File: src/epic_defines.svh
// constants for the external pin interrupt controller
// assumes every file that needs a figure includes this by bare name
`ifndef EPIC_DEFINES_SVH
`define EPIC_DEFINES_SVH

// structure sizes
`define EPIC_NPIN    8
`define EPIC_NCH     8
`define EPIC_PINW    3
`define EPIC_CHW     3
`define EPIC_SENSEW  3
// pins, nmi line, soft reset bit, enable bit
`define EPIC_SYNC_W  11
`define EPIC_SYNC_NMI    8
`define EPIC_SYNC_SWRST  9
`define EPIC_SYNC_EN     10

// sense setting codes
`define EPIC_SENSE_NONE  3'h0
`define EPIC_SENSE_RISE  3'h1
`define EPIC_SENSE_FALL  3'h2
`define EPIC_SENSE_BOTH  3'h3
`define EPIC_SENSE_HIGH  3'h4
`define EPIC_SENSE_LOW   3'h5

`endif

File: src/epic_pkg.sv
// types shared by the controller core and its input synchroniser
// assumes epic_defines.svh is on the include path
package epic_pkg;
  `include "epic_defines.svh"

  // sense setting of one channel or of the nmi line
  typedef enum logic [`EPIC_SENSEW-1:0] {
    SENSE_NONE = `EPIC_SENSE_NONE,
    SENSE_RISE = `EPIC_SENSE_RISE,
    SENSE_FALL = `EPIC_SENSE_FALL,
    SENSE_BOTH = `EPIC_SENSE_BOTH,
    SENSE_HIGH = `EPIC_SENSE_HIGH,
    SENSE_LOW  = `EPIC_SENSE_LOW
  } epic_sense_e;

  // two-stage synchroniser state
  typedef struct packed {
    logic [`EPIC_SYNC_W-1:0] stage1;
    logic [`EPIC_SYNC_W-1:0] stage2;
  } epic_sync_s;

  // whole state of the controller core
  typedef struct packed {
    logic [`EPIC_NPIN-1:0]                 pinPrev;
    logic                                  nmiPrev;
    logic [`EPIC_NCH-1:0]                  ownValid;
    logic [`EPIC_NCH-1:0][`EPIC_PINW-1:0]  ownPin;
    logic [`EPIC_NCH-1:0]                  irqEn;
    logic [`EPIC_NCH-1:0]                  flags;
    logic                                  nmi_flag_reg;
    logic                                  irqReq;
    logic                                  nmiReq;
    logic [`EPIC_NCH-1:0]                  evtOut;
    logic                                  wake;
    logic                                  enApplied;
    logic                                  swrstApplied;
    logic                                  busy;
  } epic_state_s;
endpackage : epic_pkg

File: src/epic_sync.sv
// two flip-flop synchroniser for every input that arrives from outside
// assumes its inputs are asynchronous to clk_sys and only levels
`include "epic_defines.svh"

module epic_sync
  import epic_pkg::*;
(
  // clock and reset
  input  wire logic                    clk_sys,
  input  wire logic                    rst_n,
  // raw and synchronised levels
  input  wire logic [`EPIC_SYNC_W-1:0] dIn,
  output logic      [`EPIC_SYNC_W-1:0] qOut
);
  epic_sync_s s_reg;
  epic_sync_s s_next;

  // stage1 is read only by stage2, never by logic
  always_comb begin
    s_next        = s_reg;
    s_next.stage1 = dIn;
    s_next.stage2 = s_reg.stage1;
  end

  // register the whole state
  always_ff @(posedge clk_sys) begin
    if (!rst_n) begin
      s_reg <= '0;
    end else begin
      s_reg <= s_next;
    end
  end

  assign qOut = s_reg.stage2;
endmodule : epic_sync

File: src/epic_core.sv
// external pin interrupt controller: pin sensing, flags, requests,
// output events and sleep wake-up
// assumes control ports other than pins and the soft reset / enable
// bits are driven by logic on clk_sys; pins and those bits are async
//
// Function
// request rises when a flag and its enable are both set
// request holds until flag cleared, enable dropped or reset
// one shared request for all channels, separate nmi request
// channel mapped on several pins: only the first mapped pin counts
// event output per channel only while its event enable is set
// sense match on a pin emits that channel's event if enabled
// in sleep a match on an interrupt-enabled channel signals wake-up
// soft reset and enable bits pass a synchroniser before acting
// busy output shows a synchronised control write not yet applied; the code raises busy with the apply, for one cycle
`include "epic_defines.svh"

module epic_core
  import epic_pkg::*;
(
  // clock and reset
  input  wire logic                                   clk_sys,
  input  wire logic                                   rst_n,
  // asynchronous inputs
  input  wire logic [`EPIC_NPIN-1:0]                  extLine,
  input  wire logic                                   nmiLine,
  input  wire logic                                   softResetBit,
  input  wire logic                                   enableBit,
  // channel configuration
  input  wire logic [`EPIC_NCH-1:0][`EPIC_SENSEW-1:0] senseConfig,
  input  wire logic [`EPIC_SENSEW-1:0]                nmiSense,
  input  wire logic [`EPIC_NPIN-1:0]                  pinMapEn,
  input  wire logic [`EPIC_NPIN-1:0][`EPIC_CHW-1:0]   pinMapCh,
  input  wire logic [`EPIC_NCH-1:0]                   eventOutputEn,
  // enable and flag control pulses, sleep mode level
  input  wire logic [`EPIC_NCH-1:0]                   irqEnableSet,
  input  wire logic [`EPIC_NCH-1:0]                   irqEnableClr,
  input  wire logic [`EPIC_NCH-1:0]                   flagClear,
  input  wire logic                                   nmiClear,
  input  wire logic                                   sleepMode,
  // requests and events
  output logic                                        irqReq,
  output logic                                        nmiReq,
  output logic      [`EPIC_NCH-1:0]                   extEvent,
  output logic                                        wakeReq,
  // status
  output logic      [`EPIC_NCH-1:0]                   irqFlags,
  output logic                                        nmi_flag_reg,
  output logic      [`EPIC_NCH-1:0]                   irqEnable,
  output logic                                        ctrlEnabled,
  output logic                                        syncBusy
);
  epic_state_s s_reg;
  epic_state_s s_next;

  logic [`EPIC_SYNC_W-1:0] syncQ;
  logic [`EPIC_NPIN-1:0]   pinNow;
  logic                    nmiNow;
  logic                    swrstSync;
  logic                    enSync;
  logic [`EPIC_NCH-1:0]    chMatch;
  logic                    nmiMatch;

  // synchronise control bits
  epic_sync u_sync (
    .clk_sys (clk_sys),
    .rst_n   (rst_n),
    .dIn     ({enableBit, softResetBit, nmiLine, extLine}),
    .qOut    (syncQ)
  );

  assign pinNow    = syncQ[`EPIC_NPIN-1:0];
  assign nmiNow    = syncQ[`EPIC_SYNC_NMI];
  assign swrstSync = syncQ[`EPIC_SYNC_SWRST];
  assign enSync    = syncQ[`EPIC_SYNC_EN];

  // compare one line against its sense setting; unknown codes never fire
  function automatic logic senseMatch(
    input logic [`EPIC_SENSEW-1:0] cfg,
    input logic                    cur,
    input logic                    prev
  );
    logic hit;
    hit = 1'b0;
    case (cfg)
      `EPIC_SENSE_RISE: hit = cur & ~prev;
      `EPIC_SENSE_FALL: hit = ~cur & prev;
      `EPIC_SENSE_BOTH: hit = cur ^ prev;
      `EPIC_SENSE_HIGH: hit = cur;
      `EPIC_SENSE_LOW:  hit = ~cur;
      default:          hit = 1'b0;
    endcase
    return hit;
  endfunction : senseMatch

  // per channel match, seen through the owning pin only
  for (genvar gc = 0; gc < `EPIC_NCH; gc++) begin : g_ch
    // sense match on owner
    assign chMatch[gc] = s_reg.enApplied & s_reg.ownValid[gc] &
                         senseMatch(senseConfig[gc],
                                    pinNow[s_reg.ownPin[gc]],
                                    s_reg.pinPrev[s_reg.ownPin[gc]]);
  end

  // the nmi line has no mask and its own sense setting
  assign nmiMatch = s_reg.enApplied &
                    senseMatch(nmiSense, nmiNow, s_reg.nmiPrev);

  // next state of the whole controller
  always_comb begin
    s_next         = s_reg;
    s_next.pinPrev = pinNow;
    s_next.nmiPrev = nmiNow;

    // release an owner that was unmapped or moved to another channel
    for (int c = 0; c < `EPIC_NCH; c++) begin
      if (s_reg.ownValid[c] &&
          (!pinMapEn[s_reg.ownPin[c]] ||
           pinMapCh[s_reg.ownPin[c]] != `EPIC_CHW'(c))) begin
        s_next.ownValid[c] = 1'b0;
      end
      // free channel taken by lowest mapped pin
      if (!s_next.ownValid[c]) begin
        for (int p = `EPIC_NPIN - 1; p >= 0; p--) begin
          if (pinMapEn[p] && pinMapCh[p] == `EPIC_CHW'(c)) begin
            s_next.ownValid[c] = 1'b1;
            s_next.ownPin[c]   = `EPIC_PINW'(p);
          end
        end
      end
    end

    // enables: a set in the same cycle as a clear wins
    s_next.irqEn = (s_reg.irqEn & ~irqEnableClr) | irqEnableSet;

    // flags: a new match wins over a clear in the same cycle
    s_next.flags   = (s_reg.flags & ~flagClear) | chMatch;
    s_next.nmi_flag_reg = (s_reg.nmi_flag_reg & ~nmiClear) | nmiMatch;

    // events gated by their enable
    s_next.evtOut = chMatch & eventOutputEn;

    // wake-up while asleep
    s_next.wake = sleepMode & |(chMatch & s_reg.irqEn);

    // apply synchronised bits; soft reset forces disable
    s_next.swrstApplied = swrstSync;
    s_next.enApplied    = enSync & ~swrstSync;

    // busy for one cycle, raised on the same edge that applies a synchronised change
    s_next.busy = (swrstSync != s_reg.swrstApplied) |
                  ((enSync & ~swrstSync) != s_reg.enApplied);

    // soft reset clears all control state on its rising edge
    if (swrstSync && !s_reg.swrstApplied) begin
      s_next.ownValid = '0;
      s_next.irqEn    = '0;
      s_next.flags    = '0;
      s_next.nmi_flag_reg  = 1'b0;
      s_next.evtOut   = '0;
      s_next.wake     = 1'b0;
    end

    // request follows flag and enable from their next values
    // shared line for channels
    s_next.irqReq = |(s_next.flags & s_next.irqEn);
    // dedicated nmi line
    s_next.nmiReq = s_next.nmi_flag_reg;
  end

  // register the whole state
  always_ff @(posedge clk_sys) begin
    if (!rst_n) begin
      s_reg <= '0;
    end else begin
      s_reg <= s_next;
    end
  end

  // every output straight from the state register
  assign irqReq      = s_reg.irqReq;
  assign nmiReq      = s_reg.nmiReq;
  assign extEvent    = s_reg.evtOut;
  assign wakeReq     = s_reg.wake;
  assign irqFlags    = s_reg.flags;
  assign nmi_flag_reg     = s_reg.nmi_flag_reg;
  assign irqEnable   = s_reg.irqEn;
  assign ctrlEnabled = s_reg.enApplied;
  assign syncBusy    = s_reg.busy;
endmodule : epic_core

File: config.mk
export PLATFORM = sky130hd
export DESIGN_NAME = epic_core
export DESIGN_NICKNAME = d
export VERILOG_FILES = /design/src/epic_pkg.sv /design/src/epic_sync.sv /design/src/epic_core.sv
export VERILOG_INCLUDE_DIRS = /design/src
export SDC_FILE = /design/constraint.sdc
export NUM_CORES = 1
export LEC_CHECK = 0
export BUFFER_PORTS_ARGS = -buffer_cell sky130_fd_sc_hd__buf_2
export CAP_MARGIN = 20
export CORE_ASPECT_RATIO = 0.5
export CORE_MARGIN = 2
export CORE_UTILIZATION = 60
export CTS_BUF_LIST = sky130_fd_sc_hd__clkbuf_8
export CTS_CLUSTER_DIAMETER = 150
export DETAILED_ROUTE_END_ITERATION = 8
export MAX_ROUTING_LAYER = met4
export PLACE_DENSITY = 0.86
export SLEW_MARGIN = 10
export SYNTH_ARGS = -nofsm -noshare
export SYNTH_HDL_FRONTEND = slang
export SYNTH_SLANG_ARGS = --single-unit
File: constraint.sdc
create_clock -name clk_sys -period 5.57 [get_ports clk_sys]
set_input_delay 0.557 -clock clk_sys [delete_from_list [all_inputs] [get_ports clk_sys]]
set_output_delay 0.557 -clock clk_sys [all_outputs]
set_load 0.005 [all_outputs]
; ---- Word level (Yosys, flattened, before mapping)
; Cells that the tools add are included.
; W data, S select, Z words.
[totals]
inputBits = 106
elab_cells = 563
ff_bits = 93
out_inout_bits = 30
[classes]
reduce_logical = 118
muxes = 218
n_eq_ne = 110
magnitude_cmp = 8
bitwise_logic = 87
[ops]
columns = operator, count
row1 = $mux W3, 72
row2 = $eq A3 B3 Y1 const B, 50
row3 = $mux W1, 104
row4 = $eq A3 B2 Y1 const B, 34
row5 = $logic_and A1 B1 Y1, 73
row6 = $bmux W1 S3, 24
row7 = $bmux W3 S3, 8
row8 = $reduce_bool A8 Y1, 8
row9 = $eq A3 B1 Y1 const B, 17
row10 = $pmux W1 S5, 9
row11 = $and A8 B8 Y8, 5
row12 = $and A1 B1 Y1, 38
row13 = $lt A3 B4 Y1 const B, 8
row14 = $not A1 Y1, 29
row15 = $logic_not A3 Y1, 8
row16 = $mux W17, 1
row17 = $not A8 Y8, 2
row18 = $or A8 B8 Y8, 2
row19 = $reduce_and A2 Y1, 8
row20 = $reduce_or A8 Y1, 2
row21 = $ne A3 B3 Y1 const B, 4
row22 = $logic_not A1 Y1, 9
row23 = $xor A1 B1 Y1, 9
row24 = $logic_or A1 B1 Y1, 8
row25 = 6 further kinds, 9

; ---- Longest topological paths before layout
; Gate-level depths: netlist of the first run.
[logic_depth]
depth_word = 11
ltp_mapped = 12
depth_no_buf = 11

; ---- Modules after synthesis
; Synthesis of the first run repeated with hierarchy kept, for this count alone.
[unflattened]
cells_unflattened = 728
hier_area_um2 = 6806.5
[modules_own_cells]
columns = module, n_inst, area_each_um2, seq_area_each_um2, cells_each
row1 = epic_core, 1, 6185.9, 1421.4, 682
row2 = epic_sync, 1, 620.6, 440.4, 46

; ---- Worst setup path after synthesis of the first run
; OpenSTA, ideal clock, no wires.
[synth_timing]
kind = register to register
from = register s_reg[40] (netlist name)
to = register s_reg, in the netlist irqReq
t_arrival_ns = 3.039
setup_slack_ns = 2.450
stages_incl_launch_ff = 12
t_required_ns = 5.489
path_buffers = 1
period_less_slack_ns = 3.120
path_cell_list = dfxtp_1 > buf_4 > mux4_2 > mux2i_1 > inv_1 > ha_1 > nand2b_1 > a311oi_1 > or4b_1 > a41oi_1 > nor4_1 > a41oi_1
[synth_between]
elab_chain_len = 10
word_cells_on_any_way = 15
[synth_lines]
columns = element, line
row1 = start: declaration, epic_core.sv:53  ; epic_state_s s_reg;
row2 = start signal: assignment, epic_core.sv:176  ; s_reg <= s_next;
row3 = $bmux W1 S3 (on tied branches), "epic_core.sv:101, epic_core.sv:102"
row4 = $mux W1 (on tied branches), "epic_core.sv:101, epic_core.sv:102"
row5 = $not A1 Y1 (on tied branches), "epic_core.sv:87, epic_core.sv:90, epic_core.sv:86"
row6 = $and A1 B1 Y1 (on tied branches), "epic_core.sv:87, epic_core.sv:86"
row7 = $pmux W1 S5 *, epic_core.sv:85  ; case (cfg)
row8 = $and A1 B1 Y1 *, epic_core.sv:99  ; assign chMatch[gc] = s_reg.enApplied & s_reg.ownValid[gc] &
row9 = $or A8 B8 Y8 *, epic_core.sv:137  ; s_next.flags = (s_reg.flags & ~flagClear) | chMatch;
row10 = $mux W17 *, epic_core.sv:155  ; if (swrstSync && !s_reg.swrstApplied) begin
row11 = $and A8 B8 Y8 *, epic_core.sv:166  ; s_next.irqReq = |(s_next.flags & s_next.irqEn);
row12 = $reduce_or A8 Y1 *, epic_core.sv:166
; Mark *: on every way between the ends. The rest lies on a longest branch, timed or not. The select of a mux whose other input is x is not followed.
; A chain may end at the register's enable or synchronous reset.

; ---- Worst setup path in the final report of the first run
; Same ends and word-level chain as after synthesis.

==> impl_metrics.tcl, run 1 <==
set metrics [dict create \
    routed_via_density 6.386 \
    largest_reg_flops 42 \
    drcViolationCount 0 \
    clockRootBuffer "clkbuf_8" \
    skew_ns 0.009625 \
    r2r_start "s_reg[40]" \
    hold_path_depth 3 \
    grt_max_degree 61 \
    multiInputGateArea_sq_um 4423 \
    crit_path_start_kind "flip-flop" \
    slew_headroom_pct 35.63 \
    dr.pass1.iters 5 \
    dpl.hpwl_mm 13.88 \
    post_cts_buffers 0 \
    synth_top_area_share_pct 27.47 \
    min_to "extEvent[6]" \
    cts.hold.buffers_added 0 \
    antenna_found_initial 0 \
    dieArea_sq_um 12210 \
    reg2reg_to "irqReq" \
    wirelength_mm 17.97 \
    post_synth_num_cell_types 58 \
    core-area_sq_um 11010 \
    ant_nets 0 \
    grt_pass1_vias 5503 \
    numPortBuffers 135 \
    post_cts_resized 0 \
    pwr-share-seq_pct 49.8 \
    cts-buffers-inserted 9 \
    clock_power_share_pct 27.9 \
    peakVddDrop_mv 0.1091 \
    internal_power_mw 1.063 \
    wl_per_cell_microns 18.55 \
    placementRows 27 \
    io_pins 136 \
    dp_cells 953 \
    nets 944 \
    yosys.area.top_type "dfxtp_1" \
    clockBufferDepth 2 \
    fin_ws_ns 1.786 \
    yosys_most_used_dff "dfxtp_1" \
    layout-drive-gt1-share_pct 25.97 \
    seq_area_sq_um 1862 \
    gr-total-overflow 0 \
    netlist_top_cells_area "dfxtp_1, mux4_2, mux2i_1" \
    synth_cells 724 \
    diodes 0 \
    p_per_area_nw_per_um2 210.0 \
    floorplan.initialDensity_pct 61.53 \
    hp-start "eventOutputEn[6]" \
    vias 6188 \
    instances_no_fill 969 \
    die_x_microns 154.3 \
    place_ws_ns 1.874 \
    p_sw_share_pct 32.68 \
    clkSinkCount 93 \
    rsz0062_at_grt "false" \
    nFillCells 859 \
    place.gp.congestion 0.9544 \
    crit_type "flip-flop to flip-flop" \
    layout_min_cycle_time_ns 3.784 \
    htreeDepth 3 \
    clk_latency_ns 0.38 \
    track_usage_pct 29.91 \
    synthArstFlopShare_pct 0 \
    critPathMaxFanout 7 \
    min_path_type "input port to flip-flop" \
    yosysSeqAreaShare_pct 27.47 \
    clk_pin_slew_ns 0.10 \
    tightest_slew_ns 0.9636 \
    crit_arrival_ns 4.08 \
    rr_worst_depth 10 \
    areaGrowthSynthToFinish_pct 10.95 \
    synth_edf_count 0 \
    fmax_mhz 264.3 \
    max_cap_violations 0 \
    synth_area_per_cell_sq_um 9.360 \
    p_comb_share_pct 22.3 \
    synth_warnings 0 \
    reg2reg_slack_ns 1.79 \
    p_leak_nw 3.188 \
    p_sw_mw 0.5160 \
    die_h_microns 79.15 \
    synth-seq-cells 93 \
    slew_violations 0 \
    status "complete, no violations" \
    hold_violations 0 \
    required_ns 5.87 \
    syn_nets 849 \
    period_share_pct 67.93 \
    grt_pass1_wl_mm 27.75 \
    drt_iter0_markers 482 \
    cp-end-kind "flip-flop" \
    tns_ns 0 \
    netlist_area_sq_um 6776 \
    setup_viol 0 \
    cts_tree "yes" \
]
-- stage by stage --
stage / util (%) / power, mW / area [sq um] / hold slack (ns)
5_1_grt: 68.27 / 1.653 / 7518 / 0.3522
2_1_floorplan: - / 1.023 / 6777 / 0.4119
3_5_place_dp: 66.55 / 1.146 / 7330 / 0.4199
6_report: 68.27 / 1.579 / 7518 / 0.3786
4_1_cts: 68.27 / 1.582 / 7518 / 0.3655
3_3_place_gp: 66.55 / 1.131 / 7330 / 0.4136
-- per-layer routing --
layer / vias up / track usage (%) / routed length (microns)
li1: 2867 / - / -
met3: 42 / 8.624 / 2049
met2: 361 / 45.38 / 7824
met1: 2918 / 39.74 / 7762
met4: 0 / 7.870 / 337
met5: - / - / 0
-- synthesized netlist by cell type, drive strengths merged (3+ instances only) --
master  count
a211o       4
a211oi      7
a21boi     12
a21o        3
a21oi      28
a311oi      5
a31oi       6
a41oi       5
and2       38
and3        6
and4b       3
and4bb      5
buf        34
clkbuf     19
dfxtp      93
ha         19
inv        46
mux2i      33
mux4       48
nand2      59
nand2b     23
nand3       7
nand4      13
nand4b     28
nor2       46
nor2b      21
nor3       10
nor4        9
nor4b       9
nor4bb     19
o211a       4
o21ai      15
o21ba       5
o21bai      6
o31a        4
or4b        5
xor2        7
-- cell families after synthesis --
group	after synthesis	share of synthesized area (%)
compound gates	115	11.87
xor+xnor	8	1.034
fa+ha+maj	19	3.508
buf+inv	99	7.256
flops	93	27.47
mux	81	21.05
simple gates	309	27.81
-- worst max-delay path, stage by stage, from the launching register on --
cell and delay, ns:
dfxtp_1 0.59, mux4_2 0.55, mux2i_1 0.46, inv_1 0.09, ha_1 0.27, nand2b_1 0.14, a311oi_1 0.62, or4b_1 0.50
a41oi_1 0.19, nor4_1 0.08, a41oi_1 0.20
-- power by group through the flow --
| stage | Combinational (mW) | Clock (mW) | Sequential [mW] |
|---|---|---|---|
| global route | 0.384 | 0.474 | 0.795 |
| floorplan | 0.280 | 0 | 0.743 |
| detailed placement | 0.346 | 0 | 0.800 |
| finish | 0.352 | 0.440 | 0.787 |
| CTS | 0.347 | 0.450 | 0.784 |
| global placement | 0.334 | 0 | 0.797 |
-- worst max-delay path by stage --
stage                          from  endpoint  cells after the start
after global placement    s_reg[40]    irqReq                     10
final                     s_reg[40]    irqReq                     10
after CTS                 s_reg[40]    irqReq                     10
after detailed placement  s_reg[40]    irqReq                     10
after global routing      s_reg[40]    irqReq                     10
after floorplan           s_reg[40]    irqReq                     11
-- layout by cell type (no fill, tap or decap), types with 5 or more instances in the layout --
cell / n
buf_2: 135
dfxtp_1: 93
nand2_1: 59
mux4_2: 48
inv_1: 46
nor2_1: 46
and2_1: 38
mux2i_1: 29
nand4b_1: 28
a21oi_1: 28
nand2b_1: 23
nor2b_1: 21
nor4bb_1: 19
ha_1: 19
o21ai_0: 15
nand4_1: 13
nor3_1: 10
nor4_1: 9
a21boi_0: 9
nor4b_1: 9
clkbuf_8: 9
nand3_1: 7
a211oi_1: 7
xor2_1: 7
and3_1: 6
a31oi_1: 6
o21ba_2: 5
o21bai_1: 5
a311oi_1: 5
a41oi_1: 5
-- final cells by class --
type,instances,area share [%]
clock inverters,7,0.8654
clock buffers,9,1.648
flip-flops and latches,93,24.76
multi-input cells,532,58.83
repair buffers,137,9.186
well taps,145,2.413
inverters,46,2.297
Note: power is estimated with default switching activity, not from simulation.
==> run 2, diff against run 1 <==
ABC_AREA = 1   (was unset)
CORE_UTILIZATION = 58   (was 60)
PLACE_DENSITY = 0.83   (was 0.86)
clock period = 3.8 ns   (was 5.57 ns; I/O delays follow)
==> impl_metrics.tcl, run 2 <==
set metrics [dict create \
    status "complete, no violations" \
    yosys_most_used_dff "dfxtp_1" \
    clkSinkCount 93 \
    tightest_slew_ns 1.114 \
    max_cap_violations 0 \
    dr.pass1.iters 5 \
    fmax_mhz 368.0 \
    hold_violations 0 \
    p_leak_nw 4.127 \
    largest_reg_flops 42 \
    synthTopCellsByCount "nand2_1, inv_1, nor2_1" \
    layout-drive-gt1-share_pct 16.00 \
    synth_warnings 0 \
    slew_violations 0 \
    core-area_sq_um 11670 \
    post_cts_resized 0 \
    instances_no_fill 1415 \
    floorplan.initialDensity_pct 58.84 \
    crit_path_start_kind "flip-flop" \
    required_ns 4.13 \
    gr-total-overflow 0 \
    placementRows 28 \
    grt_pass1_wl_mm 33.55 \
    crit_buf_inv 1 \
    diodes 0 \
    cp-end-kind "flip-flop" \
    yosys.cell_count.top_type "nand2_1" \
    cts.hold.buffers_added 0 \
    rsz0062_at_grt "false" \
    routed_via_density 5.502 \
    cp_common_cell "nand2_1" \
    ant_nets 0 \
    slew_headroom_pct 25.67 \
    final_common_cell "nand2_1" \
    r2r_start "s_reg[67]" \
    dp_cells 1399 \
    p_total_mw 2.655 \
    grt_pass1_vias 6462 \
    io_pins 136 \
    layout_common_cells "nand2_1, inv_1, nor2_1" \
    clockBufferDepth 2 \
    tns_ns 0 \
    netlist_area_sq_um 6864 \
    p_per_area_nw_per_um2 349.8 \
    htreeDepth 3 \
    clk_latency_ns 0.38 \
    critPathMaxStageDelay_ns 0.74 \
    areaGrowthSynthToFinish_pct 10.59 \
    numPortBuffers 135 \
    yosys.area.top_type "dfxtp_1" \
    hp-start "extLine[7]" \
    drt_iter0_markers 864 \
    placed_cell_area_sq_um 7392 \
    nets 1370 \
    startpoint "s_reg[67]" \
    peakVddDrop_mv 0.2397 \
    vias 7785 \
    synth-seq-cells 93 \
    yosysSeqAreaShare_pct 27.12 \
    dpl.hpwl_mm 17.01 \
    cpMaxStageDelayCell "dfxtp_1" \
    critPathMaxFanout 8 \
    period_share_pct 71.50 \
    clockRootBuffer "clkbuf_8" \
    synthArstFlopShare_pct 0 \
    drcViolationCount 0 \
    clk_pin_slew_ns 0.10 \
    crit_arrival_ns 3.04 \
    min_path_type "input port to flip-flop" \
    crit_type "flip-flop to flip-flop" \
    cp_top_family "simple AND/OR/NAND/NOR gates" \
    dieArea_sq_um 12770 \
    post_cts_buffers 0 \
    cts-buffers-inserted 9 \
    layout_min_cycle_time_ns 2.717 \
    nFillCells 1157 \
    antenna_found_initial 0 \
    track_usage_pct 35.89 \
    die_h_microns 80.93 \
    skew_ns 0.01516 \
    wirelength_mm 22.36 \
    setup_viol 0 \
    cts_tree "yes" \
    place.gp.congestion 1.085 \
    stdcell_area_sq_um 7591 \
    synth_cells 1154 \
    die_x_microns 157.9 \
    synth_top_area_share_pct 27.12 \
    synth_edf_count 0 \
    syn_nets 1279 \
    wl_per_cell_microns 15.80 \
    cp_cell_sequence "nor2_1 -> o21ai_0 -> nand2_1 -> o21ai_0 -> inv_1 -> ha_1 -> o211a_1 -> nor2_1 -> nand2_1 -> nand2_1 -> nand2_1 -> nand2_1 -> o21ai_1 -> nand2_1" \
    synth_area_per_cell_sq_um 5.948 \
    grt_max_degree 54 \
    netlist_top_cells_area "dfxtp_1, nand2_1, inv_1" \
    post_synth_num_cell_types 29 \
]
## run 2: through the flow
step / utilization [%] / hold slack (ns) / worst slack (ns)
floorplan: - / 0.3905 / 1.605
global placement: 63.36 / 0.3933 / 1.244
detailed placement: 63.36 / 0.3959 / 1.148
CTS: 65.07 / 0.1624 / 1.119
global route: 65.07 / 0.1704 / 0.7792
finish: 65.07 / 0.1716 / 1.083
## run 2: report_power, final
group,switching (mW),leakage (nW),total (mW),internal (mW)
registers,0.112,0.765,1.15,1.04
logic,0.499,3.26,0.800,0.301
clock network,0.399,0.0972,0.706,0.307
## run 2: tightest hold or removal path: stages
cell and delay (ns):
buf_2 0.07, nand2_1 0.04, inv_1 0.04
## run 2: layout make-up
| cell class | instances | area (sq um) | share of cell area, % |
|---|---|---|---|
| Timing Repair Buffer | 137 | 690.7 | 9.098 |
| Inverter | 189 | 709.4 | 9.346 |
| Clock buffer | 9 | 123.9 | 1.632 |
| Sequential cell | 93 | 1862 | 24.53 |
| Tap cell | 165 | 206.4 | 2.720 |
| Clock inverter | 7 | 75.07 | 0.9890 |
| Multi-Input combinational cell | 815 | 3924 | 51.69 |
## run 2: final timing paths
| kind | to | slack [ns] | cells after the start |
|---|---|---|---|
| worst max-delay path | irqReq | 1.08 | 14 |
| worst min-delay path | u_sync.s_next[7] | 0.17 | 3 |
| worst max register to register | irqReq | 1.08 | 14 |
| worst min register to register | u_sync.qOut[4] | 0.41 | 2 |
## run 2: layer usage
layer  track usage (%)  vias up  part of all wire, %
li1                  -     3858                    -
met1             48.09     3441                   43
met2             53.78      429                   41
met3             9.125       57                   13
met4             10.00        0                  2.6
met5                 -        -                    0
## run 2: cell families (layout without fill, tap and decap cells)
group                      Yosys count  after routing  synth area share [%]
and+or+nand+nor                    535            535                 33.19
AOI/OAI and AO/OA                  260            260                 20.38
buffers and inverters              246            342                 15.71
DFF                                 93             93                 27.12
adders and majority gates           19             19                 3.463
xor gates and xnor gates             1              1                0.1276
==> run 3, diff against run 2 <==
clock period = 2.71 ns   (was 3.8 ns; I/O delays follow)
==> impl_metrics.tcl, run 3 (synthesis results as in run 2) <==
set metrics [dict create \
    vias 7959 \
    dieArea_sq_um 12770 \
    tightest_slew_ns 0.7427 \
    cp-end-kind "flip-flop" \
    p_per_area_nw_per_um2 477.0 \
    critPathMaxStageDelay_ns 0.33 \
    dpl.hpwl_mm 18.14 \
    setup_viol 0 \
    grt_max_degree 54 \
    critPathMaxFanout 8 \
    clockBufferDepth 2 \
    rsz0062_at_grt "false" \
    die_x_microns 157.9 \
    status "complete, no violations" \
    layout-drive-gt1-share_pct 19.03 \
    cts_tree "yes" \
    core-area_sq_um 11670 \
    layout_min_cycle_time_ns 2.511 \
    areaGrowthSynthToFinish_pct 13.27 \
    p_sw_share_pct 38.71 \
    instances_no_fill 1437 \
    numPortBuffers 135 \
    crit_arrival_ns 2.84 \
    min_path_type "input port to flip-flop" \
    track_usage_pct 37.06 \
    largest_reg_flops 42 \
    cp_common_cell "nand2_1" \
    floorplan.initialDensity_pct 58.84 \
    slew_violations 0 \
    max_cap_violations 0 \
    wl_met3_mm 2.787 \
    tns_ns 0 \
    clk_latency_ns 0.39 \
    fmax_mhz 398.3 \
    slew_headroom_pct 50.43 \
    grt_pass1_wl_mm 34.96 \
    cts.hold.buffers_added 0 \
    wl_met2_mm 9.491 \
    place.gp.congestion 1.069 \
    drcViolationCount 0 \
    dr.pass1.iters 8 \
    gr-total-overflow 0 \
    clock_power_share_pct 25.0 \
    nets 1392 \
    cp_top_family "compound AO/OA/AOI/OAI gates" \
    cts-buffers-inserted 9 \
    crit_type "flip-flop to flip-flop" \
    p_sw_mw 1.436 \
    crit_path_start_kind "flip-flop" \
    wl_per_cell_microns 16.08 \
    die_h_microns 80.93 \
    final_common_cell "nand2_1" \
    diodes 0 \
    fin_hold_ws_ns 0.05788 \
    routed_via_density 5.539 \
    internal_power_mw 2.273 \
    required_ns 3.04 \
    placementRows 28 \
    cpMaxStageDelayCell "dfxtp_1" \
    antenna_found_initial 0 \
    layout_common_cells "nand2_1, inv_1, nor2_1" \
    met1_length_mm 9.926 \
    hold_violations 0 \
    htreeDepth 3 \
    dr.max_layer_used "met4" \
    cp_cell_sequence "inv_1 -> a21oi_1 -> o21ai_0 -> o21ai_0 -> inv_1 -> o21ai_0 -> inv_1 -> ha_1 -> o211a_1 -> nor2_1 -> nand2_2 -> nand2_1 -> nand2_1 -> nand2_1 -> o21ai_1 -> nand2_1" \
    wirelength_mm 23.11 \
    clockRootBuffer "clkbuf_8" \
    dp_cells 1420 \
    p_comb_share_pct 31.9 \
    clkSinkCount 93 \
    skew_ns 0.01818 \
    io_pins 136 \
    period_share_pct 92.66 \
    grt_pass1_vias 6938 \
    ant_nets 0 \
    clk_pin_slew_ns 0.11 \
    peakVddDrop_mv 0.4071 \
    p_leak_nw 4.235 \
    crit_buf_inv 3 \
    drt_iter0_markers 707 \
    pwr-share-seq_pct 43.2 \
]
-- run 3: final cells by class --
cell class / count / area, sq um
Multi-Input combinational cell: 815 / 3939
Fill cell: 1116 / 3891
Timing Repair Buffer: 159 / 855.8
Inverter: 189 / 709.4
Tap cell: 165 / 206.4
Clock buffer: 10 / 137.6
Sequential cell: 93 / 1881
Clock inverter: 6 / 46.29
-- run 3: per-layer routing --
metal | GRT usage (%) | vias up
met5 | - | -
met4 | 14.91 | 0
met3 | 8.378 | 79
met2 | 56.43 | 429
met1 | 47.97 | 3560
li1 | - | 3891
-- run 3: path summary, 6_finish.rpt --
check              startpoint          endpoint  slack, ns  cells after the start
min reg2reg  u_sync.s_next[6]    u_sync.qOut[6]       0.40                      2
max                 s_reg[69]            irqReq       0.20                     16
max reg2reg         s_reg[69]            irqReq       0.20                     16
min                   nmiLine  u_sync.s_next[8]       0.06                      3
-- run 3: metrics by stage --
| stage | total power, mW | util (%) | cell area [sq um] | worst slack (ns) |
|---|---|---|---|---|
| 2_1_floorplan | 2.432 | - | 6864 | 0.5146 |
| 3_3_place_gp | 2.718 | 64.71 | 7550 | 0.2046 |
| 3_5_place_dp | 2.763 | 64.71 | 7550 | 0.1215 |
| 4_1_cts | 3.665 | 66.29 | 7734 | 0.05541 |
| 5_1_grt | 3.935 | 66.65 | 7775 | 0.0002809 |
| 6_report | 3.709 | 66.65 | 7775 | 0.1990 |
-- run 3: repair_timing --
item / 4_1_cts / 5_1_grt
gates resized for setup: 0 / 25
setup buffers: 0 / 1
endpoints found under the setup margin: 0 / 6
-- run 3: power by group through the flow --
| stage | clock network (mW) | registers [mW] | logic (mW) |
|---|---|---|---|
| after floorplan | 0 | 1.53 | 0.897 |
| after global placement | 0 | 1.62 | 1.10 |
| after CTS | 0.928 | 1.59 | 1.15 |
| after global routing | 0.978 | 1.62 | 1.34 |
| final | 0.926 | 1.60 | 1.18 |
| after detailed placement | 0 | 1.62 | 1.14 |
-- run 3: worst min-delay path, stage by stage --
cell,delay [ns]
buf_2,0.07
nand2_1,0.04
inv_1,0.04
